$ cat src/design/tpo_params.svh
// Register offsets, field positions, field widths and reset values of the output stage.
`ifndef TPO_PARAMS_SVH
`define TPO_PARAMS_SVH
`define TPO_ADDR_W 8
`define TPO_DATA_W 16
`define TPO_ADDR_CONTROL 8'h00
`define TPO_ADDR_STATUS 8'h04
`define TPO_ADDR_PERIOD 8'h08
`define TPO_ADDR_DEAD 8'h0c
`define TPO_ADDR_CHOP 8'h10
`define TPO_ADDR_MASK 8'h14
`define TPO_ADDR_SYNCW 8'h18
`define TPO_ADDR_DUTY_A 8'h1c
`define TPO_ADDR_DUTY_B 8'h20
`define TPO_ADDR_DUTY_C 8'h24
`define TPO_CTRL_ENABLE 0
`define TPO_CTRL_SYNC_EN 1
`define TPO_CTRL_DOUBLE 2
`define TPO_CTRL_EXT_TIMING 3
`define TPO_CTRL_SYNC_SRC 4
`define TPO_CTRL_W 5
`define TPO_STA_HALF 0
`define TPO_STA_TRIP_LEVEL 3
`define TPO_STA_TRIP_FLAG 8
`define TPO_STA_SYNC_FLAG 9
`define TPO_CHOP_DIV_W 8
`define TPO_CHOP_HI 8
`define TPO_CHOP_LO 9
`define TPO_CHOP_W 10
`define TPO_MASK_W 9
`define TPO_XOVR_PAIR0 8
`define TPO_XOVR_PAIR1 7
`define TPO_XOVR_PAIR2 6
`define TPO_MASK_A_LOW 5
`define TPO_MASK_A_HIGH 4
`define TPO_MASK_B_LOW 3
`define TPO_MASK_B_HIGH 2
`define TPO_MASK_C_LOW 1
`define TPO_MASK_C_HIGH 0
`define TPO_DEAD_W 10
`define TPO_SYNCW_W 10
`define TPO_RST_CONTROL 5'h00
`define TPO_RST_CHOP 10'h000
`define TPO_RST_MASK 9'h000
`define TPO_RST_SYNCW 10'h001
`define TPO_CHOP_CNT_W 10
`endif

$ cat src/design/tpo_pkg.sv
// Types shared by the three-phase PWM output stage.
package tpo_pkg;
`include "tpo_params.svh"
  typedef enum logic [2:0] {
    MODE_IDLE = 3'b001,
    MODE_RUN = 3'b010,
    MODE_TRIP = 3'b100
  } tpo_mode_t;

  typedef struct packed {
    logic [`TPO_CTRL_W-1:0] control;
    logic [`TPO_DATA_W-1:0] switching_period;
    logic [`TPO_DEAD_W-1:0] dead_time;
    logic [`TPO_CHOP_W-1:0] gate_chop_config;
    logic [`TPO_MASK_W-1:0] output_mask_crossover;
    logic [`TPO_SYNCW_W-1:0] sync_pulse_width;
    logic [2:0][`TPO_DATA_W-1:0] duty;
    logic [`TPO_DATA_W-1:0] work_period;
    logic [`TPO_DEAD_W-1:0] work_dead;
    logic [2:0][`TPO_DATA_W-1:0] work_duty;
    logic [`TPO_MASK_W-1:0] work_mask;
    logic [3:0] written;
    tpo_mode_t mode;
    logic [`TPO_DATA_W-1:0] count;
    logic half;
    logic [`TPO_SYNCW_W-1:0] sync_count;
    logic sync_pulse;
    logic sync_flag;
    logic trip_flag;
    logic [`TPO_CHOP_CNT_W-1:0] chop_count;
    logic trip_meta;
    logic trip_sync;
    logic ext_meta;
    logic ext_sync;
    logic ext_sync_prev;
    logic ext_direct;
    logic ext_direct_prev;
    logic [`TPO_DATA_W-1:0] rd_data;
  } tpo_state_t;
endpackage : tpo_pkg

$ cat src/design/tpo_output_stage.sv
// Three-phase PWM output stage with crossover, masking, gate chopping and trip shutdown.
//
// Contract
// - Reset clears all three pair crossover bits.
// - A set mask bit holds its output off whatever the duty.
// - Masking acts after the crossover swap, on the physical pin.
// - Reset clears all six mask bits, enabling every output.
// - Mask and crossover working copy loads only on sync pulse rising edge.
// - High-side chop enable chops the active phase of all high outputs.
// - Low-side chop enable chops the active phase of all low outputs.
// - Chop carrier period is four times divider plus one core cycles.
// - Reset clears the whole chop configuration register.
// - Low trip input forces all six outputs high asynchronously.
// - No sync pulse is generated during a fault shutdown.
// - Status shows the live trip input level.
// - A trip raises the trip flag and halts timing.
// - After trip, period and duties are rewritten; timing resumes once trip high.
// - Control bit 4 picks external or internal sync source.
// - Control bit 3 treats external sync as synchronous or asynchronous.
// - Control bit 2 selects double or single update mode.
// - Control bit 1 enables synchronisation to the external sync.
// - Control bit 0 enables the controller; a trip clears it.
// - Status bit 9 flags the sync pulse event.
// - Period is 16 bits, dead time and sync width 10 bits.
// - Mask bits 8, 7, 6 swap high and low of pairs 0, 1, 2.
// - Outputs are active low; high is off.
// - Status bit 8 is the trip flag, bit 0 the half-cycle phase.
//
// Chosen here: the address-and-strobe port and the register addresses.
`timescale 1ns/1ps
module tpo_output_stage
  import tpo_pkg::*;
(
  input wire logic core_clk,
  input wire logic reset_n,
  input wire logic clk_en,
  input wire logic [`TPO_ADDR_W-1:0] bus_addr,
  input wire logic [`TPO_DATA_W-1:0] bus_wr_data,
  input wire logic bus_wr,
  input wire logic bus_rd,
  output logic [`TPO_DATA_W-1:0] bus_rd_data,
  input wire logic fault_trip_input,
  input wire logic external_sync,
  output logic cycle_sync_pulse,
  output logic phase_a_high_out_n,
  output logic phase_a_low_out_n,
  output logic phase_b_high_out_n,
  output logic phase_b_low_out_n,
  output logic phase_c_high_out_n,
  output logic phase_c_low_out_n
);

  localparam int unsigned XOVR_BIT [3] = '{`TPO_XOVR_PAIR0, `TPO_XOVR_PAIR1, `TPO_XOVR_PAIR2};
  localparam int unsigned MASK_HI_BIT [3] = '{`TPO_MASK_A_HIGH, `TPO_MASK_B_HIGH,
                                            `TPO_MASK_C_HIGH};
  localparam int unsigned MASK_LO_BIT [3] = '{`TPO_MASK_A_LOW, `TPO_MASK_B_LOW,
                                            `TPO_MASK_C_LOW};

  tpo_state_t r;
  tpo_state_t next_r;
  logic [5:0] out_n;
  logic [5:0] next_out_n;
  logic out_clear_n;

  // Duty less dead time, stopping at zero.
  function automatic logic [`TPO_DATA_W-1:0] sat_sub(input logic [`TPO_DATA_W-1:0] a,
                                                    input logic [`TPO_DEAD_W-1:0] b);
    logic [`TPO_DATA_W:0] diff;
    diff = {1'b0, a} - {7'h00, b};
    sat_sub = diff[`TPO_DATA_W] ? '0 : diff[`TPO_DATA_W-1:0];
  endfunction : sat_sub

  // Period value that never drops below one count.
  function automatic logic [`TPO_DATA_W-1:0] safe_period(input logic [`TPO_DATA_W-1:0] p);
    safe_period = (p == '0) ? 16'h0001 : p;
  endfunction : safe_period

  logic ext_edge;
  logic int_start;
  logic int_mid;
  logic update_strobe;
  logic trip_now;
  logic all_written;
  logic carrier;
  logic [2:0] high_on;
  logic [2:0] low_on;
  logic [2:0] pin_high_on;
  logic [2:0] pin_low_on;
  logic [`TPO_DATA_W:0] low_edge;
  logic [`TPO_CHOP_CNT_W-1:0] chop_limit;
  logic [`TPO_CHOP_CNT_W-1:0] chop_half;
  logic read_status;

  always_comb begin
    next_r = r;
    ext_edge = 1'b0;
    int_start = 1'b0;
    int_mid = 1'b0;
    update_strobe = 1'b0;
    high_on = '0;
    low_on = '0;
    pin_high_on = '0;
    pin_low_on = '0;
    low_edge = '0;
    next_out_n = '1;
    read_status = 1'b0;

    // Input synchronisers for the trip pin and the external sync pin.
    next_r.trip_meta = fault_trip_input;
    next_r.trip_sync = r.trip_meta;
    next_r.ext_meta = external_sync;
    next_r.ext_sync = r.ext_meta;
    next_r.ext_sync_prev = r.ext_sync;
    next_r.ext_direct = external_sync;
    next_r.ext_direct_prev = r.ext_direct;
    trip_now = ~r.trip_sync;
    if (r.control[`TPO_CTRL_EXT_TIMING]) begin
      ext_edge = r.ext_direct & ~r.ext_direct_prev;
    end else begin
      ext_edge = r.ext_sync & ~r.ext_sync_prev;
    end

    // Register writes.
    if (bus_wr) begin
      if (bus_addr == `TPO_ADDR_CONTROL) begin
        next_r.control = bus_wr_data[`TPO_CTRL_W-1:0];
      end else if (bus_addr == `TPO_ADDR_PERIOD) begin
        next_r.switching_period = bus_wr_data;
        next_r.written[3] = 1'b1;
      end else if (bus_addr == `TPO_ADDR_DEAD) begin
        next_r.dead_time = bus_wr_data[`TPO_DEAD_W-1:0];
      end else if (bus_addr == `TPO_ADDR_CHOP) begin
        next_r.gate_chop_config = bus_wr_data[`TPO_CHOP_W-1:0];
      end else if (bus_addr == `TPO_ADDR_MASK) begin
        next_r.output_mask_crossover = bus_wr_data[`TPO_MASK_W-1:0];
      end else if (bus_addr == `TPO_ADDR_SYNCW) begin
        next_r.sync_pulse_width = bus_wr_data[`TPO_SYNCW_W-1:0];
      end else if (bus_addr == `TPO_ADDR_DUTY_A) begin
        next_r.duty[0] = bus_wr_data;
        next_r.written[0] = 1'b1;
      end else if (bus_addr == `TPO_ADDR_DUTY_B) begin
        next_r.duty[1] = bus_wr_data;
        next_r.written[1] = 1'b1;
      end else if (bus_addr == `TPO_ADDR_DUTY_C) begin
        next_r.duty[2] = bus_wr_data;
        next_r.written[2] = 1'b1;
      end
    end
    all_written = &next_r.written;

    // Period counter: first half counts down, second half counts up.
    case (r.mode)
      MODE_IDLE: begin
        next_r.half = 1'b0;
        next_r.work_period = r.switching_period;
        next_r.work_dead = r.dead_time;
        next_r.work_duty = r.duty;
        if (r.control[`TPO_CTRL_ENABLE] && all_written && !trip_now) begin
          next_r.mode = MODE_RUN;
          next_r.count = safe_period(r.switching_period) - 16'h0001;
          int_start = 1'b1;
        end
      end
      MODE_RUN: begin
        if (!r.control[`TPO_CTRL_ENABLE]) begin
          next_r.mode = MODE_IDLE;
        end else if (r.control[`TPO_CTRL_SYNC_SRC] && r.control[`TPO_CTRL_SYNC_EN]
                     && ext_edge) begin
          next_r.half = 1'b0;
          next_r.count = safe_period(r.switching_period) - 16'h0001;
          int_start = 1'b1;
        end else if (!r.half) begin
          if (r.count == '0) begin
            next_r.half = 1'b1;
            int_mid = 1'b1;
          end else begin
            next_r.count = r.count - 16'h0001;
          end
        end else begin
          if (r.count >= safe_period(r.work_period) - 16'h0001) begin
            next_r.half = 1'b0;
            next_r.count = safe_period(r.switching_period) - 16'h0001;
            int_start = 1'b1;
          end else begin
            next_r.count = r.count + 16'h0001;
          end
        end
      end
      MODE_TRIP: begin
        next_r.half = 1'b0;
        if (!trip_now) begin
          next_r.mode = MODE_IDLE;
        end
      end
      default: begin
        next_r.mode = MODE_IDLE;
      end
    endcase

    // Sync events latch working copies on the rising edge of the sync pulse.
    if (r.mode == MODE_RUN && !trip_now) begin
      if (r.control[`TPO_CTRL_SYNC_SRC]) begin
        update_strobe = ext_edge;
      end else begin
        update_strobe = int_start | (int_mid & r.control[`TPO_CTRL_DOUBLE]);
      end
    end
    if (update_strobe) begin
      next_r.work_mask = r.output_mask_crossover;
      next_r.work_period = r.switching_period;
      next_r.work_dead = r.dead_time;
      next_r.work_duty = next_r.duty;
      next_r.sync_count = (r.sync_pulse_width == '0) ? 10'h001 : r.sync_pulse_width;
    end else if (r.sync_count != '0) begin
      next_r.sync_count = r.sync_count - 10'h001;
    end
    next_r.sync_pulse = (next_r.sync_count != '0) && !trip_now;

    // Trip shutdown halts timing and clears the enable and rewrite bookkeeping.
    if (trip_now) begin
      next_r.mode = MODE_TRIP;
      next_r.control[`TPO_CTRL_ENABLE] = 1'b0;
      next_r.written = '0;
      next_r.sync_count = '0;
    end

    // Status reads clear the event flags, but a new event wins.
    read_status = bus_rd && (bus_addr == `TPO_ADDR_STATUS);
    next_r.sync_flag = update_strobe | (r.sync_flag & ~read_status);
    next_r.trip_flag = (trip_now & (r.mode != MODE_TRIP)) | (r.trip_flag & ~read_status);

    // Read data, one cycle after the strobe.
    next_r.rd_data = '0;
    if (bus_rd) begin
      if (bus_addr == `TPO_ADDR_CONTROL) begin
        next_r.rd_data[`TPO_CTRL_W-1:0] = r.control;
      end else if (bus_addr == `TPO_ADDR_STATUS) begin
        next_r.rd_data[`TPO_STA_SYNC_FLAG] = r.sync_flag;
        next_r.rd_data[`TPO_STA_TRIP_FLAG] = r.trip_flag;
        next_r.rd_data[`TPO_STA_TRIP_LEVEL] = r.trip_sync;
        next_r.rd_data[`TPO_STA_HALF] = r.half;
      end else if (bus_addr == `TPO_ADDR_PERIOD) begin
        next_r.rd_data = r.switching_period;
      end else if (bus_addr == `TPO_ADDR_DEAD) begin
        next_r.rd_data[`TPO_DEAD_W-1:0] = r.dead_time;
      end else if (bus_addr == `TPO_ADDR_CHOP) begin
        next_r.rd_data[`TPO_CHOP_W-1:0] = r.gate_chop_config;
      end else if (bus_addr == `TPO_ADDR_MASK) begin
        next_r.rd_data[`TPO_MASK_W-1:0] = r.output_mask_crossover;
      end else if (bus_addr == `TPO_ADDR_SYNCW) begin
        next_r.rd_data[`TPO_SYNCW_W-1:0] = r.sync_pulse_width;
      end else if (bus_addr == `TPO_ADDR_DUTY_A) begin
        next_r.rd_data = r.duty[0];
      end else if (bus_addr == `TPO_ADDR_DUTY_B) begin
        next_r.rd_data = r.duty[1];
      end else if (bus_addr == `TPO_ADDR_DUTY_C) begin
        next_r.rd_data = r.duty[2];
      end
    end

    // Chop carrier: high for the first half of a 4*(div+1) cycle period.
    chop_limit = {r.gate_chop_config[`TPO_CHOP_DIV_W-1:0], 2'b11};
    chop_half = {1'b0, r.gate_chop_config[`TPO_CHOP_DIV_W-1:0], 1'b1};
    if (r.chop_count >= chop_limit) begin
      next_r.chop_count = '0;
    end else begin
      next_r.chop_count = r.chop_count + 10'h001;
    end
    carrier = (r.chop_count <= chop_half);

    // Timing signals, crossover, masking, chopping, then inversion to active low.
    for (int i = 0; i < 3; i++) begin
      low_edge = {1'b0, r.work_duty[i]} + {7'h00, r.work_dead};
      high_on[i] = (r.count < sat_sub(r.work_duty[i], r.work_dead));
      low_on[i] = ({1'b0, r.count} >= low_edge);
      if (r.work_mask[XOVR_BIT[i]]) begin
        pin_high_on[i] = low_on[i];
        pin_low_on[i] = high_on[i];
      end else begin
        pin_high_on[i] = high_on[i];
        pin_low_on[i] = low_on[i];
      end
      pin_high_on[i] = pin_high_on[i] & ~r.work_mask[MASK_HI_BIT[i]];
      pin_low_on[i] = pin_low_on[i] & ~r.work_mask[MASK_LO_BIT[i]];
      if (r.gate_chop_config[`TPO_CHOP_HI]) begin
        pin_high_on[i] = pin_high_on[i] & carrier;
      end
      if (r.gate_chop_config[`TPO_CHOP_LO]) begin
        pin_low_on[i] = pin_low_on[i] & carrier;
      end
      if (r.mode == MODE_RUN && !trip_now) begin
        next_out_n[2*i+1] = ~pin_high_on[i];
        next_out_n[2*i] = ~pin_low_on[i];
      end
    end
  end

  always_ff @(posedge core_clk or negedge reset_n) begin
    if (!reset_n) begin
      r <= '0;
      r.control <= `TPO_RST_CONTROL;
      r.gate_chop_config <= `TPO_RST_CHOP;
      r.output_mask_crossover <= `TPO_RST_MASK;
      r.work_mask <= `TPO_RST_MASK;
      r.sync_pulse_width <= `TPO_RST_SYNCW;
      r.mode <= MODE_IDLE;
      r.trip_meta <= 1'b1;
      r.trip_sync <= 1'b1;
    end else if (clk_en) begin
      r <= next_r;
    end
  end

  // The trip pin clears the output flops directly, so no clock edge is needed.
  assign out_clear_n = reset_n & fault_trip_input;

  always_ff @(posedge core_clk or negedge out_clear_n) begin
    if (!out_clear_n) begin
      out_n <= 6'h3f;
    end else if (clk_en) begin
      out_n <= next_out_n;
    end
  end

  assign bus_rd_data = r.rd_data;
  assign cycle_sync_pulse = r.sync_pulse;
  assign phase_a_high_out_n = out_n[1];
  assign phase_a_low_out_n = out_n[0];
  assign phase_b_high_out_n = out_n[3];
  assign phase_b_low_out_n = out_n[2];
  assign phase_c_high_out_n = out_n[5];
  assign phase_c_low_out_n = out_n[4];

endmodule : tpo_output_stage

$ cat config.mk
export PLATFORM = sky130hd
export DESIGN_NAME = tpo_output_stage
export DESIGN_NICKNAME = d
export VERILOG_FILES = /design/src/design/tpo_pkg.sv /design/src/design/tpo_output_stage.sv
export VERILOG_INCLUDE_DIRS = /design/src /design/src/design
export SDC_FILE = /design/constraint.sdc
export NUM_CORES = 1
export LEC_CHECK = 0
export BUFFER_PORTS_ARGS = -buffer_cell sky130_fd_sc_hd__buf_2
export CAP_MARGIN = 10
export CORE_AREA = 2 2 184 186
export DETAILED_ROUTE_END_ITERATION = 6
export DIE_AREA = 0 0 186 188
export PLACE_DENSITY = 0.83
export SLEW_MARGIN = 20
export SYNTH_ARGS = -nofsm -noshare
export SYNTH_HDL_FRONTEND = slang
export SYNTH_SLANG_ARGS = --single-unit
$ cat constraint.sdc
create_clock -name core_clk -period 6.45 [get_ports core_clk]
set_clock_uncertainty 0.1 [all_clocks]
set_input_delay 1.29 -clock core_clk [delete_from_list [all_inputs] [get_ports core_clk]]
set_output_delay 1.29 -clock core_clk [all_outputs]
set_load 0.03 [all_outputs]
Yosys cells after proc, flatten, opt, wreduce, memory -nomap -nowiden
Cells that the tools add are included.
{"block": "op_classes", "n_addsub": 12, "order_cmp": 9, "n_eq_ne": 20, "n_mux": 121, "bitwise_logic": 43, "n_reduce_logical": 31}
{"op": "$mux W16", "count": 25}
{"op": "$mux W10", "count": 18}
{"op": "$mux W104", "count": 1}
{"op": "$mux W103", "count": 1}
{"op": "$mux W87", "count": 1}
{"op": "$mux W83", "count": 1}
{"op": "$mux W77", "count": 1}
{"op": "$mux W74", "count": 1}
{"op": "$mux W67", "count": 1}
{"op": "$mux W58", "count": 1}
{"op": "$add A16 B10 Y17", "count": 3}
{"op": "$ge A16 B17 Y1", "count": 3}
{"op": "$mux W17", "count": 3}
{"op": "$sub A16 B10 Y17", "count": 3}
{"op": "$logic_not A16 Y1", "count": 3}
{"op": "$lt A16 B16 Y1", "count": 3}
{"op": "$mux W48", "count": 1}
{"op": "$sub A16 B1 Y16 const B", "count": 3}
{"op": "$mux W1", "count": 35}
{"op": "$eq A8 B5 Y1 const B", "count": 4}
{"op": "$mux W32", "count": 1}
{"op": "$pmux W16 S2", "count": 1}
{"op": "$mux W6", "count": 4}
{"op": "$not A1 Y1", "count": 21}
{"op": "other kinds (41)", "count": 97}
{"block": "totals", "register_bits": 265, "inputBits": 31, "output_inout_bits": 23, "elab_cells": 268}

Longest topological paths before layout
Gate-level depths: netlist of run 1.
{"block": "logic_depth", "ltp_word": 27, "mapped_depth": 22}

Worst setup path after synthesis of run 1
OpenSTA, ideal clock, no wires.
{"block": "synth_timing", "kind": "register -> register", "start": "register r[139] (netlist bit)", "end": "register r[130] (netlist bit)", "arrival_ns": 4.531, "t_required_ns": 6.225, "path_slack_ns": 1.694, "path_stages_with_launch": 21, "n_path_buf": 3, "synth_period_minus_slack_ns": 4.756, "path_cell_list": "dfrtp_1 nor2_1 or4b_2 nor2_1 nand4b_1 nor2b_1 ha_1 nand3_1 nor3_1 xnor2_1 ha_1 a41o_1 a221oi_1 o21ai_0 a31oi_1 o21ai_2 buf_6 a31oi_1 buf_2 buf_2 mux2_2"}
{"block": "synth_via", "elab_chain_len": 14, "elab_cells_between_ends": 15}
{"item": "start: declaration", "line": "tpo_output_stage.sv:59", "rtl": "tpo_state_t r;"}
{"item": "start signal: assignment", "line": "tpo_output_stage.sv:310", "rtl": "r <= next_r;"}
{"item": "$logic_not A16 Y1", "line": "tpo_output_stage.sv:75", "rtl": "safe_period = (p == '0) ? 16'h0001 : p;"}
{"item": "$mux W16 (*)", "line": "tpo_output_stage.sv:75"}
{"item": "$sub A16 B1 Y16 (*)", "line": "tpo_output_stage.sv:180", "rtl": "if (r.count >= safe_period(r.work_period) - 16'h0001) begin"}
{"item": "$ge A16 B16 Y1 (*)", "line": "tpo_output_stage.sv:180"}
{"item": "$mux W1 (*)", "line": "tpo_output_stage.sv:180"}
{"item": "$mux W1 (*)", "line": "tpo_output_stage.sv:172", "rtl": "end else if (!r.half) begin"}
{"item": "$mux W1 (*)", "line": "tpo_output_stage.sv:167", "rtl": "end else if (r.control[`TPO_CTRL_SYNC_SRC] && r.control[`TPO_CTRL_SYNC_EN]"}
{"item": "$mux W1 (*)", "line": "tpo_output_stage.sv:165", "rtl": "if (!r.control[`TPO_CTRL_ENABLE]) begin"}
{"item": "$pmux W1 S2 (*)", "line": "tpo_output_stage.sv:152", "rtl": "case (r.mode)"}
{"item": "$or A1 B1 Y1 (*)", "line": "tpo_output_stage.sv:205", "rtl": "update_strobe = int_start | (int_mid & r.control[`TPO_CTRL_DOUBLE]);"}
{"item": "$mux W1 (*)", "line": "tpo_output_stage.sv:202", "rtl": "if (r.control[`TPO_CTRL_SYNC_SRC]) begin"}
{"item": "$mux W1 (*)", "line": "tpo_output_stage.sv:201", "rtl": "if (r.mode == MODE_RUN && !trip_now) begin"}
{"item": "$reduce_bool A2 Y1 (no source line)"}
{"item": "$reduce_and A2 Y1 (no source line)"}
Every way passes the cells marked *; elsewhere a longest branch is shown, timed or not.
A chain may end at the register's enable or synchronous reset.

Worst setup path in the final report of run 1
{"block": "layout_timing", "start": "register r[139] (netlist bit)", "end": "register r[91] (netlist bit)"}
The elaborated chain is that of the path after synthesis.

==> impl_metrics.json, run 1 <==
{
  "path_clk_slew_ns": 0.06,
  "reg2reg_to": "r[91]$_DFFE_PN0P_",
  "grt_setup_unrepaired": "no",
  "r2r-start": "r[139]$_DFFE_PN0P_",
  "ys.flop_type": "dfrtp_1",
  "dp_hpwl_um": 45100,
  "r2r_cells": 19,
  "portBuffers": 53,
  "drt_iter0_drc": 2423,
  "setup_tns_ns": 0,
  "routed_wl_um": 61700,
  "synth_cell_types": 87,
  "ys_seq_area_share_pct": 34.0,
  "initial_core_util_pct": 59.1,
  "grt_max_degree": 149,
  "final_util_pct": 63.6,
  "gp_congestion": 0.982,
  "overflow": 0,
  "postSynthCellCount": 2047,
  "netlist_area_sq_um": 19600,
  "hold_viol": 0,
  "io-pin-count": 54,
  "crit_type": "reg2reg",
  "clockBufferDepth": 3,
  "async_flop_share_pct": 100,
  "die_x_um": 186,
  "multi_input_area_sq_um": 12000,
  "setup_violations": 0,
  "grtUsageTotal_pct": 35.3,
  "drive_gt1_share_pct": 16.9,
  "cap_violations": 0,
  "cts_tree": "built",
  "cp-endpoint": "r[91]$_DFFE_PN0P_",
  "drc_errors": 0,
  "crit_start": "r[139]$_DFFE_PN0P_",
  "yosysMostFrequentCell": "dfrtp_1",
  "synth_common_cells": "dfrtp_1 (255), ha_1 (192), nand2_1 (165), mux2_2 (147), nor2_1 (120)",
  "fin_cells": 2497,
  "drt-wirelength-per-cell_um": 24.7,
  "cts_resized": 0,
  "synth-edff-count": 0,
  "postRouteAntennaNets": 0,
  "numClockSinks": 265,
  "cts_root_buf": "clkbuf_16",
  "grt_pass1_wl_um": 95100,
  "htreeDepth": 1,
  "diodes": 0,
  "worstPathArrival_ns": 6.05,
  "netlist.top_cell.by_area": "dfrtp_1",
  "seqCellArea_sq_um": 6640,
  "cp_max_fo": 16,
  "antenna_found_initial": 1,
  "via_per_inst": 6.88,
  "setup.worst_path.start_class": "register",
  "finalMaxSlewViolations": 0,
  "syn2layout_area_growth_pct": 7.70,
  "nets": 2256,
  "period_share_pct": 88.6,
  "place_inst": 2443,
  "yosys_warnings": 0,
  "vdd_drop_max_mv": 0.281,
  "synth_seq_cells": 265,
  "die_h_um": 188,
  "required_ns": 6.79,
  "synthTopCellsByArea": "dfrtp_1 (33%), ha_1 (12%), mux2_2 (8.5%)",
  "tightest_slew_ns": 1.01,
  "rows": 67,
  "min_period_ns": 5.72,
  "nFillCells": 2658,
  "core_area_sq_um": 33100,
  "synth_top_area_share_pct": 32.6,
  "grt_pass1_vias": 16400,
  "postCtsSetupRepairBufs": 0,
  "dieArea_sq_um": 35000,
  "clk_latency_ns": 0.59,
  "cts_hold_buf": 0,
  "dr_total_vias": 17200,
  "maxSlewHeadroom_pct": 32.6,
  "cts_buffers": 29,
  "rrSetupSlack_ns": 0.73,
  "avgSynthCellArea_sq_um": 9.55,
  "leakage_uw": 0.00996,
  "firstDrtPassIters": 6,
  "status": "finished clean",
  "hold_path_class": "reg2reg",
  "synthesis.nets": 2276,
  "crit_path_end_kind": "register",
  "fmaxAchievable_mhz": 175,
  "power.density_nw_per_um2": 355
}
cells by family after synthesis:
logic type	count (synthesis)	share of synthesized area (%)
and+or+nand+nor	629	16.7
AOI/OAI and AO/OA	482	18.0
DFF	265	34.0
buffers and inverters	208	4.54
adders and majority gates	198	12.9
muxes	170	9.64
xor gates and xnor gates	95	4.25
power by group:
group	switching [uW]	leakage, uW	internal (uW)
Sequential	416	0.00350	1900
Clock	715	0.000509	1130
Combinational	1860	0.00595	1450
per-stage QoR:
| step | instance area [sq um] | total power, uW | setup WS (ns) | hold WS (ns) |
|---|---|---|---|---|
| after floorplan | 19600 | 4670 | 1.69 | 0.341 |
| after global placement | 20000 | 5430 | 1.16 | 0.355 |
| after detailed placement | 20000 | 5550 | 0.924 | 0.366 |
| after CTS | 21100 | 7410 | 0.868 | 0.378 |
| after global routing | 21100 | 7940 | 0.445 | 0.393 |
| final | 21100 | 7470 | 0.734 | 0.371 |
state kept, by name (all words and copies together), names as in the netlist:
name and cells:
next_r 2, bus_rd_data 16, chop_half 8, out_n 6
r 232, cycle_sync_pulse 1
worst min-delay path by stage:
stage,end,from,cells after the start
CTS,bus_rd_data[14]$_DFFE_PN0P_,bus_rd_data[14]$_DFFE_PN0P_,1
floorplan,out_n[4]$_DFFE_PN1P_,r[76]$_DFFE_PN0P_,1
global placement,out_n[4]$_DFFE_PN1P_,r[76]$_DFFE_PN0P_,1
detailed placement,bus_rd_data[14]$_DFFE_PN0P_,bus_rd_data[14]$_DFFE_PN0P_,1
finish,bus_rd_data[14]$_DFFE_PN0P_,bus_rd_data[14]$_DFFE_PN0P_,1
global route,bus_rd_data[14]$_DFFE_PN0P_,bus_rd_data[14]$_DFFE_PN0P_,1
layout by cell type (no fill, tap or decap), types with 11 or more instances in the layout:
master     Yosys  layout
o21ai_0       85      85
buf_4         16      17
nor2_1       120     120
nand2_1      165     165
nand4_1       22      22
a21boi_0      11      11
nor4_1        15      15
o21a_1        13      13
a222oi_1      20      20
or3_1         18      18
mux2i_1       23      23
nor3_1        48      48
o221a_2       41      41
xor2_1        34      34
ha_1         192     192
a21oi_1       87      87
mux2_2       147     147
clkbuf_16      0      29
inv_1         85      85
xnor2_1       61      61
nand3_1       58      58
a22oi_1       15      15
a211oi_1      18      18
nand2b_1      61      61
nor3b_1       11      11
a21o_1        41      41
and2_1        12      12
a31oi_1       23      22
nor2b_1       28      28
buf_2         13      52
dfrtp_1      255     255
and3_1        23      23
layout make-up:
class / count / area share, %
clock inverters: 18 / 1.40
clock buffers: 35 / 3.65
repair buffers: 72 / 2.07
inverters: 85 / 1.51
multi-input cells: 1574 / 57.2
well taps: 448 / 2.66
flip-flops and latches: 265 / 31.5
critical path, stage by stage, from the launching register on:
cell and delay (ns):
dfrtp_1 0.42, nor2_1 0.15, or4b_2 0.63, nor2_1 0.18, nand4b_1 0.19, nor2b_1 0.20, ha_1 0.26, nand3_1 0.15
nor3_1 0.07, xnor2_1 0.13, ha_1 0.29, and2_1 0.15, nand4_1 0.13, o21ai_0 0.27, a31oi_1 0.07, buf_4 0.21
o21ai_2 0.44, and2_1 0.49, nand2b_1 0.61, o221a_2 0.46
per-layer routing:
layer  vias to the layer above  track usage, %  wire length, um
met5                         -               0                0
met4                         0            15.1             3250
met3                       241            6.86             6740
met2                      1091            52.8            26700
met1                      8319            50.0            25000
li1                       7521               -                -
Power figures use the tool's default switching activity.
==> run 2, diff against run 1 <==
--- a/config.mk
+++ b/config.mk
@@ -8,10 +8,10 @@
 export LEC_CHECK = 0
 export BUFFER_PORTS_ARGS = -buffer_cell sky130_fd_sc_hd__buf_2
 export CAP_MARGIN = 10
-export CORE_AREA = 2 2 184 186
+export CORE_AREA = 2 2 259 261
 export DETAILED_ROUTE_END_ITERATION = 6
-export DIE_AREA = 0 0 186 188
-export PLACE_DENSITY = 0.83
+export DIE_AREA = 0 0 261 263
+export PLACE_DENSITY = 0.51
 export SLEW_MARGIN = 20
 export SYNTH_ARGS = -nofsm -noshare
 export SYNTH_HDL_FRONTEND = slang
==> run 2 against run 1 <==
Via count decreased by 3.8%. Non-clock buffer count rose by 6. Critical path depth decreased by 1. Power is 1.5% lower. Utilization decreased by 31 points.
==> impl_metrics.json, run 2 (synthesis results as in run 1) <==
{
  "min_period_ns": 5.55,
  "status": "finished clean",
  "crit_type": "reg2reg",
  "cts_hold_buf": 0,
  "diodes": 0,
  "cts_resized": 0,
  "postRouteAntennaNets": 0,
  "firstDrtPassIters": 6,
  "gp_congestion": 0.903,
  "final_area_sq_um": 21600,
  "cts_tree": "built",
  "dp_hpwl_um": 51600,
  "path_cells": "nor2_1 -> or4b_2 -> nor2_1 -> nand4b_1 -> nor2b_1 -> ha_1 -> nand3_1 -> nor3_1 -> xnor2_1 -> ha_1 -> and2_1 -> nand4_1 -> o21ai_0 -> a31oi_1 -> o21ai_2 -> nand2_2 -> or3_1 -> o221a_2",
  "dpl_cell_area_sq_um": 20600,
  "grt_max_degree": 134,
  "cts_buffers": 31,
  "io-pin-count": 54,
  "power.density_nw_per_um2": 342,
  "layout_common_cells": "dfrtp_1 (255), ha_1 (192), nand2_1 (165), mux2_2 (147), nor2_1 (120)",
  "routed_wl_um": 67900,
  "crit_start": "r[139]$_DFFE_PN0P_",
  "drive_gt1_share_pct": 16.9,
  "drc_errors": 0,
  "vdd_drop_max_mv": 0.192,
  "tightest_slew_ns": 1.01,
  "path_clk_slew_ns": 0.06,
  "multi_input_area_sq_um": 12000,
  "setup.worst_path.start_class": "register",
  "maxSlewHeadroom_pct": 32.4,
  "cp_max_fo": 16,
  "cap_violations": 0,
  "clockBufferDepth": 3,
  "min_from": "bus_rd_data[13]$_DFFE_PN0P_",
  "worstPathArrival_ns": 5.91,
  "max_stage_delay_ns": 0.75,
  "via_per_inst": 5.65,
  "seqCellArea_sq_um": 6640,
  "grt_pass1_wl_um": 103000,
  "rows": 94,
  "drt-wirelength-per-cell_um": 23.2,
  "cp_slowest_cell": "or3_1",
  "portBuffers": 53,
  "period_share_pct": 86.1,
  "mostFrequentLayoutCell": "dfrtp_1",
  "grt_setup_unrepaired": "no",
  "core_area_sq_um": 65600,
  "grt_pass1_vias": 16200,
  "initial_core_util_pct": 29.8,
  "dr_total_vias": 16500,
  "htreeDepth": 1,
  "finalMaxSlewViolations": 0,
  "hold_viol": 0,
  "numClockSinks": 265,
  "setup_tns_ns": 0,
  "nets": 2264,
  "required_ns": 6.81,
  "clk_latency_ns": 0.59,
  "largest-register": "r",
  "overflow": 0,
  "drt_iter0_drc": 1578,
  "syn2layout_area_growth_pct": 10.2,
  "leakage_uw": 0.00996,
  "grtUsageTotal_pct": 19.6,
  "cts_root_buf": "clkbuf_16",
  "r2r-start": "r[139]$_DFFE_PN0P_",
  "setup_ws_ns": 0.897,
  "dieArea_sq_um": 68600,
  "nFillCells": 6762,
  "hold_path_class": "reg2reg",
  "largest_reg_flops": 232,
  "antenna_found_initial": 1,
  "power.total_uw": 7360,
  "setup_violations": 0,
  "crit_path_end_kind": "register",
  "die_h_um": 263,
  "postCtsSetupRepairBufs": 0,
  "die_x_um": 261,
  "fmaxAchievable_mhz": 180,
  "post-place-ws_ns": 0.964
}
## run 2: cell count changes in the layout (fill, tap and decap cells not counted), sizes merged
cell      delta
clkinvlp     -3
clkinv       -2
clkbuf      +11
bufinv       -5
inv          +2
buf          +7
## run 2: worst max-delay path, delay by kind of cell (launching register included)
kind	cells	cell delay, ns
simple gates	11	2.89
fa+ha+maj	2	0.55
flops	1	0.43
xor+xnor	1	0.14
compound gates	4	1.32
## run 2: layout make-up
type | instances | area share, %
Tap cell | 864 | 5.02
Clock buffer | 47 | 4.06
Timing Repair Buffer | 78 | 2.22
Inverter | 85 | 1.48
Sequential cell | 265 | 30.8
Clock inverter | 10 | 0.528
Multi-Input combinational cell | 1574 | 55.9
## run 2: path summary, 6_finish.rpt
path	end	slack, ns	cells past startpoint
min reg2reg	bus_rd_data[13]$_DFFE_PN0P_	0.38	1
min in group asynchronous	r[26]$_DFFE_PN0P_	0.50	1
max reg2reg	r[95]$_DFFE_PN0P_	0.90	18
min	bus_rd_data[13]$_DFFE_PN0P_	0.38	1
max in group asynchronous	r[106]$_DFFE_PN0P_	4.59	2
max	r[95]$_DFFE_PN0P_	0.90	18
## run 2: where the power goes
group / total, uW / leakage [uW] / internal, uW / switching (uW)
sequential: 2340 / 0.00350 / 1900 / 438
clock: 1730 / 0.000483 / 1010 / 721
combinational: 3290 / 0.00598 / 1450 / 1850
total: 7360 / 0.00996 / 4360 / 3010
## run 2: per-layer routing
layer | GRT usage, % | part of all wire [%] | routed length, um | vias up
li1 | - | - | - | 7543
met1 | 27.7 | 45 | 30900 | 8261
met2 | 31.1 | 46 | 31000 | 609
met3 | 2.16 | 5.8 | 3920 | 99
met4 | 5.96 | 3.1 | 2100 | 0
met5 | 0 | 0 | 0 | -
## run 2: stage by stage
| step | cells | hold WS (ns) | util (%) |
|---|---|---|---|
| 6_report | 2923 | 0.378 | 32.8 |
| 5_1_grt | 2923 | 0.403 | 32.8 |
| 4_1_cts | 2922 | 0.385 | 32.8 |
| 3_5_place_dp | 2865 | 0.368 | 31.3 |
| 3_3_place_gp | 2865 | 0.363 | 31.3 |
| 2_1_floorplan | 2047 | 0.341 | - |
==> run 3, diff against run 2 <==
--- a/config.mk
+++ b/config.mk
@@ -12,6 +12,7 @@
 export DETAILED_ROUTE_END_ITERATION = 6
 export DIE_AREA = 0 0 261 263
 export PLACE_DENSITY = 0.51
+export RECOVER_POWER = 100
 export SLEW_MARGIN = 20
 export SYNTH_ARGS = -nofsm -noshare
 export SYNTH_HDL_FRONTEND = slang
==> run 3 against run 2 <==
The run now ends with max-capacitance violations, max-slew violations left. Critical path depth stayed put. Power is 0.21% lower. Utilization down 0.20 points. Flip-flop and latch count is the same. Combinational power barely moved. Sequential power hardly changed.
==> impl_metrics.json, run 3 (synthesis results as in run 1) <==
{
  "period_share_pct": 89.0,
  "portBuffers": 53,
  "cp_max_fo": 16,
  "required_ns": 6.81,
  "cts_root_buf": "clkbuf_16",
  "dieArea_sq_um": 68600,
  "cts_tree": "built",
  "nFillCells": 6782,
  "p_int_uw": 4340,
  "layout_common_cells": "dfrtp_1 (255), ha_1 (192), nand2_1 (166), mux2_2 (147), nor2_1 (121)",
  "clockBufferDepth": 3,
  "postRouteAntennaNets": 0,
  "swShare_pct": 40.9,
  "dr_wl_met3_um": 4190,
  "dp_hpwl_um": 51600,
  "rows": 94,
  "grtUsageTotal_pct": 19.6,
  "largest-register": "r",
  "drt-met1-wl_um": 30600,
  "status": "complete, but fails checks",
  "die_x_um": 261,
  "hold_path_class": "reg2reg",
  "antenna_found_initial": 1,
  "crit_type": "reg2reg",
  "grt_setup_unrepaired": "no",
  "crit_path_end_kind": "register",
  "p_comb_share_pct": 44.6,
  "cap_violations": 6,
  "fin_cells": 2924,
  "violations": "max-capacitance violations, max-slew violations",
  "tightest_slew_ns": 2.70,
  "switchingPower_uw": 3010,
  "clkPwrFrac_pct": 23.6,
  "via_per_inst": 5.64,
  "place_inst": 2865,
  "post-place-ws_ns": 0.964,
  "setup_violations": 0,
  "seqPwrFrac_pct": 31.8,
  "power.total_uw": 7350,
  "io-pin-count": 54,
  "highest_layer": "met4",
  "overflow": 0,
  "setup_tns_ns": 0,
  "numClockSinks": 265,
  "drt-wirelength-per-cell_um": 23.2,
  "path_clk_slew_ns": 0.06,
  "final_util_pct": 32.6,
  "nets": 2264,
  "grt_max_degree": 134,
  "routed_wl_um": 68000,
  "syn2layout_area_growth_pct": 9.53,
  "die_h_um": 263,
  "grt_pass1_wl_um": 103000,
  "cts_hold_buf": 0,
  "maxSlewHeadroom_pct": -80.3,
  "power.density_nw_per_um2": 343,
  "vdd_drop_max_mv": 0.193,
  "min_period_ns": 5.74,
  "dr_total_vias": 16500,
  "grt_pass1_vias": 16200,
  "setup.worst_path.start_class": "register",
  "firstDrtPassIters": 6,
  "cts_resized": 0,
  "cts_buffers": 31,
  "worstPathArrival_ns": 6.10,
  "wl_met2_um": 31000,
  "leakage_uw": 0.00983,
  "clk_latency_ns": 0.59,
  "hold_viol": 0,
  "drt_iter0_drc": 1588,
  "setup_ws_ns": 0.711,
  "finalMaxSlewViolations": 310,
  "drive_gt1_share_pct": 15.0,
  "mostFrequentLayoutCell": "dfrtp_1",
  "core_area_sq_um": 65600,
  "largest_reg_flops": 232,
  "postCtsSetupRepairBufs": 0,
  "initial_core_util_pct": 29.8,
  "fmaxAchievable_mhz": 174,
  "gp_congestion": 0.903,
  "drc_errors": 0,
  "htreeDepth": 1
}
run 3: changes by cell type in the layout (fill, tap and decap cells not counted), moves of 5 or more:
cell / delta
clkbuf_1: +33
buf_2: -24
buf_4: -8
and2_0: +5
and2_1: -5
run 3: cell type report:
type / instances / area (sq um) / area share (%)
Clock inverter: 10 / 114 / 0.532
Multi-Input combinational cell: 1574 / 12000 / 56.0
Inverter: 85 / 319 / 1.49
Sequential cell: 265 / 6640 / 31.0
Tap cell: 864 / 1080 / 5.05
Clock buffer: 47 / 876 / 4.09
Timing Repair Buffer: 78 / 389 / 1.82
Antenna cell: 1 / 2.50 / 0.0117
run 3: metal layers:
layer	vias up	track usage, %
li1	7540	-
met4	0	5.96
met1	8291	27.7
met2	561	31.1
met3	91	2.16
met5	-	0
run 3: worst paths after layout:
check                                             from                           to  slack [ns]  cells after the start
setup / recovery                    r[139]$_DFFE_PN0P_            r[95]$_DFFE_PN0P_        0.71                     18
hold / removal             bus_rd_data[13]$_DFFE_PN0P_  bus_rd_data[13]$_DFFE_PN0P_        0.38                      1
setup reg to reg                    r[139]$_DFFE_PN0P_            r[95]$_DFFE_PN0P_        0.71                     18
hold reg to reg            bus_rd_data[13]$_DFFE_PN0P_  bus_rd_data[13]$_DFFE_PN0P_        0.38                      1
max in group asynchronous                      reset_n           r[110]$_DFFE_PN0P_        1.54                      2
min in group asynchronous             fault_trip_input         out_n[4]$_DFFE_PN1P_        1.07                      2
run 3: power groups by stage:
stage | logic, uW | registers (uW) | clock network, uW
CTS | 3280 | 2330 | 1770
global placement | 3180 | 2360 | 0
detailed placement | 3260 | 2360 | 0
floorplan | 2580 | 2090 | 0
global route | 3700 | 2370 | 1840
finish | 3280 | 2340 | 1730
run 3: critical path, stage by stage, from the launching register on:
cell      delay (ns)
dfrtp_1         0.43
nor2_1          0.15
or4b_2          0.61
nor2_1          0.18
nand4b_1        0.18
nor2b_1         0.20
ha_1            0.25
nand3_1         0.14
nor3_1          0.08
xnor2_1         0.14
ha_1            0.30
and2_0          0.16
nand4_1         0.13
o21ai_0         0.28
a31oi_1         0.14
o21ai_2         0.49
nand2_1         0.47
or3_1           0.79
o221a_2         0.40
run 3: stage by stage:
stage	hold WS, ns	area [sq um]
after global placement	0.363	20600
after floorplan	0.341	19600
after detailed placement	0.368	20600
after global routing	0.405	21400
final	0.380	21400
after CTS	0.385	21500
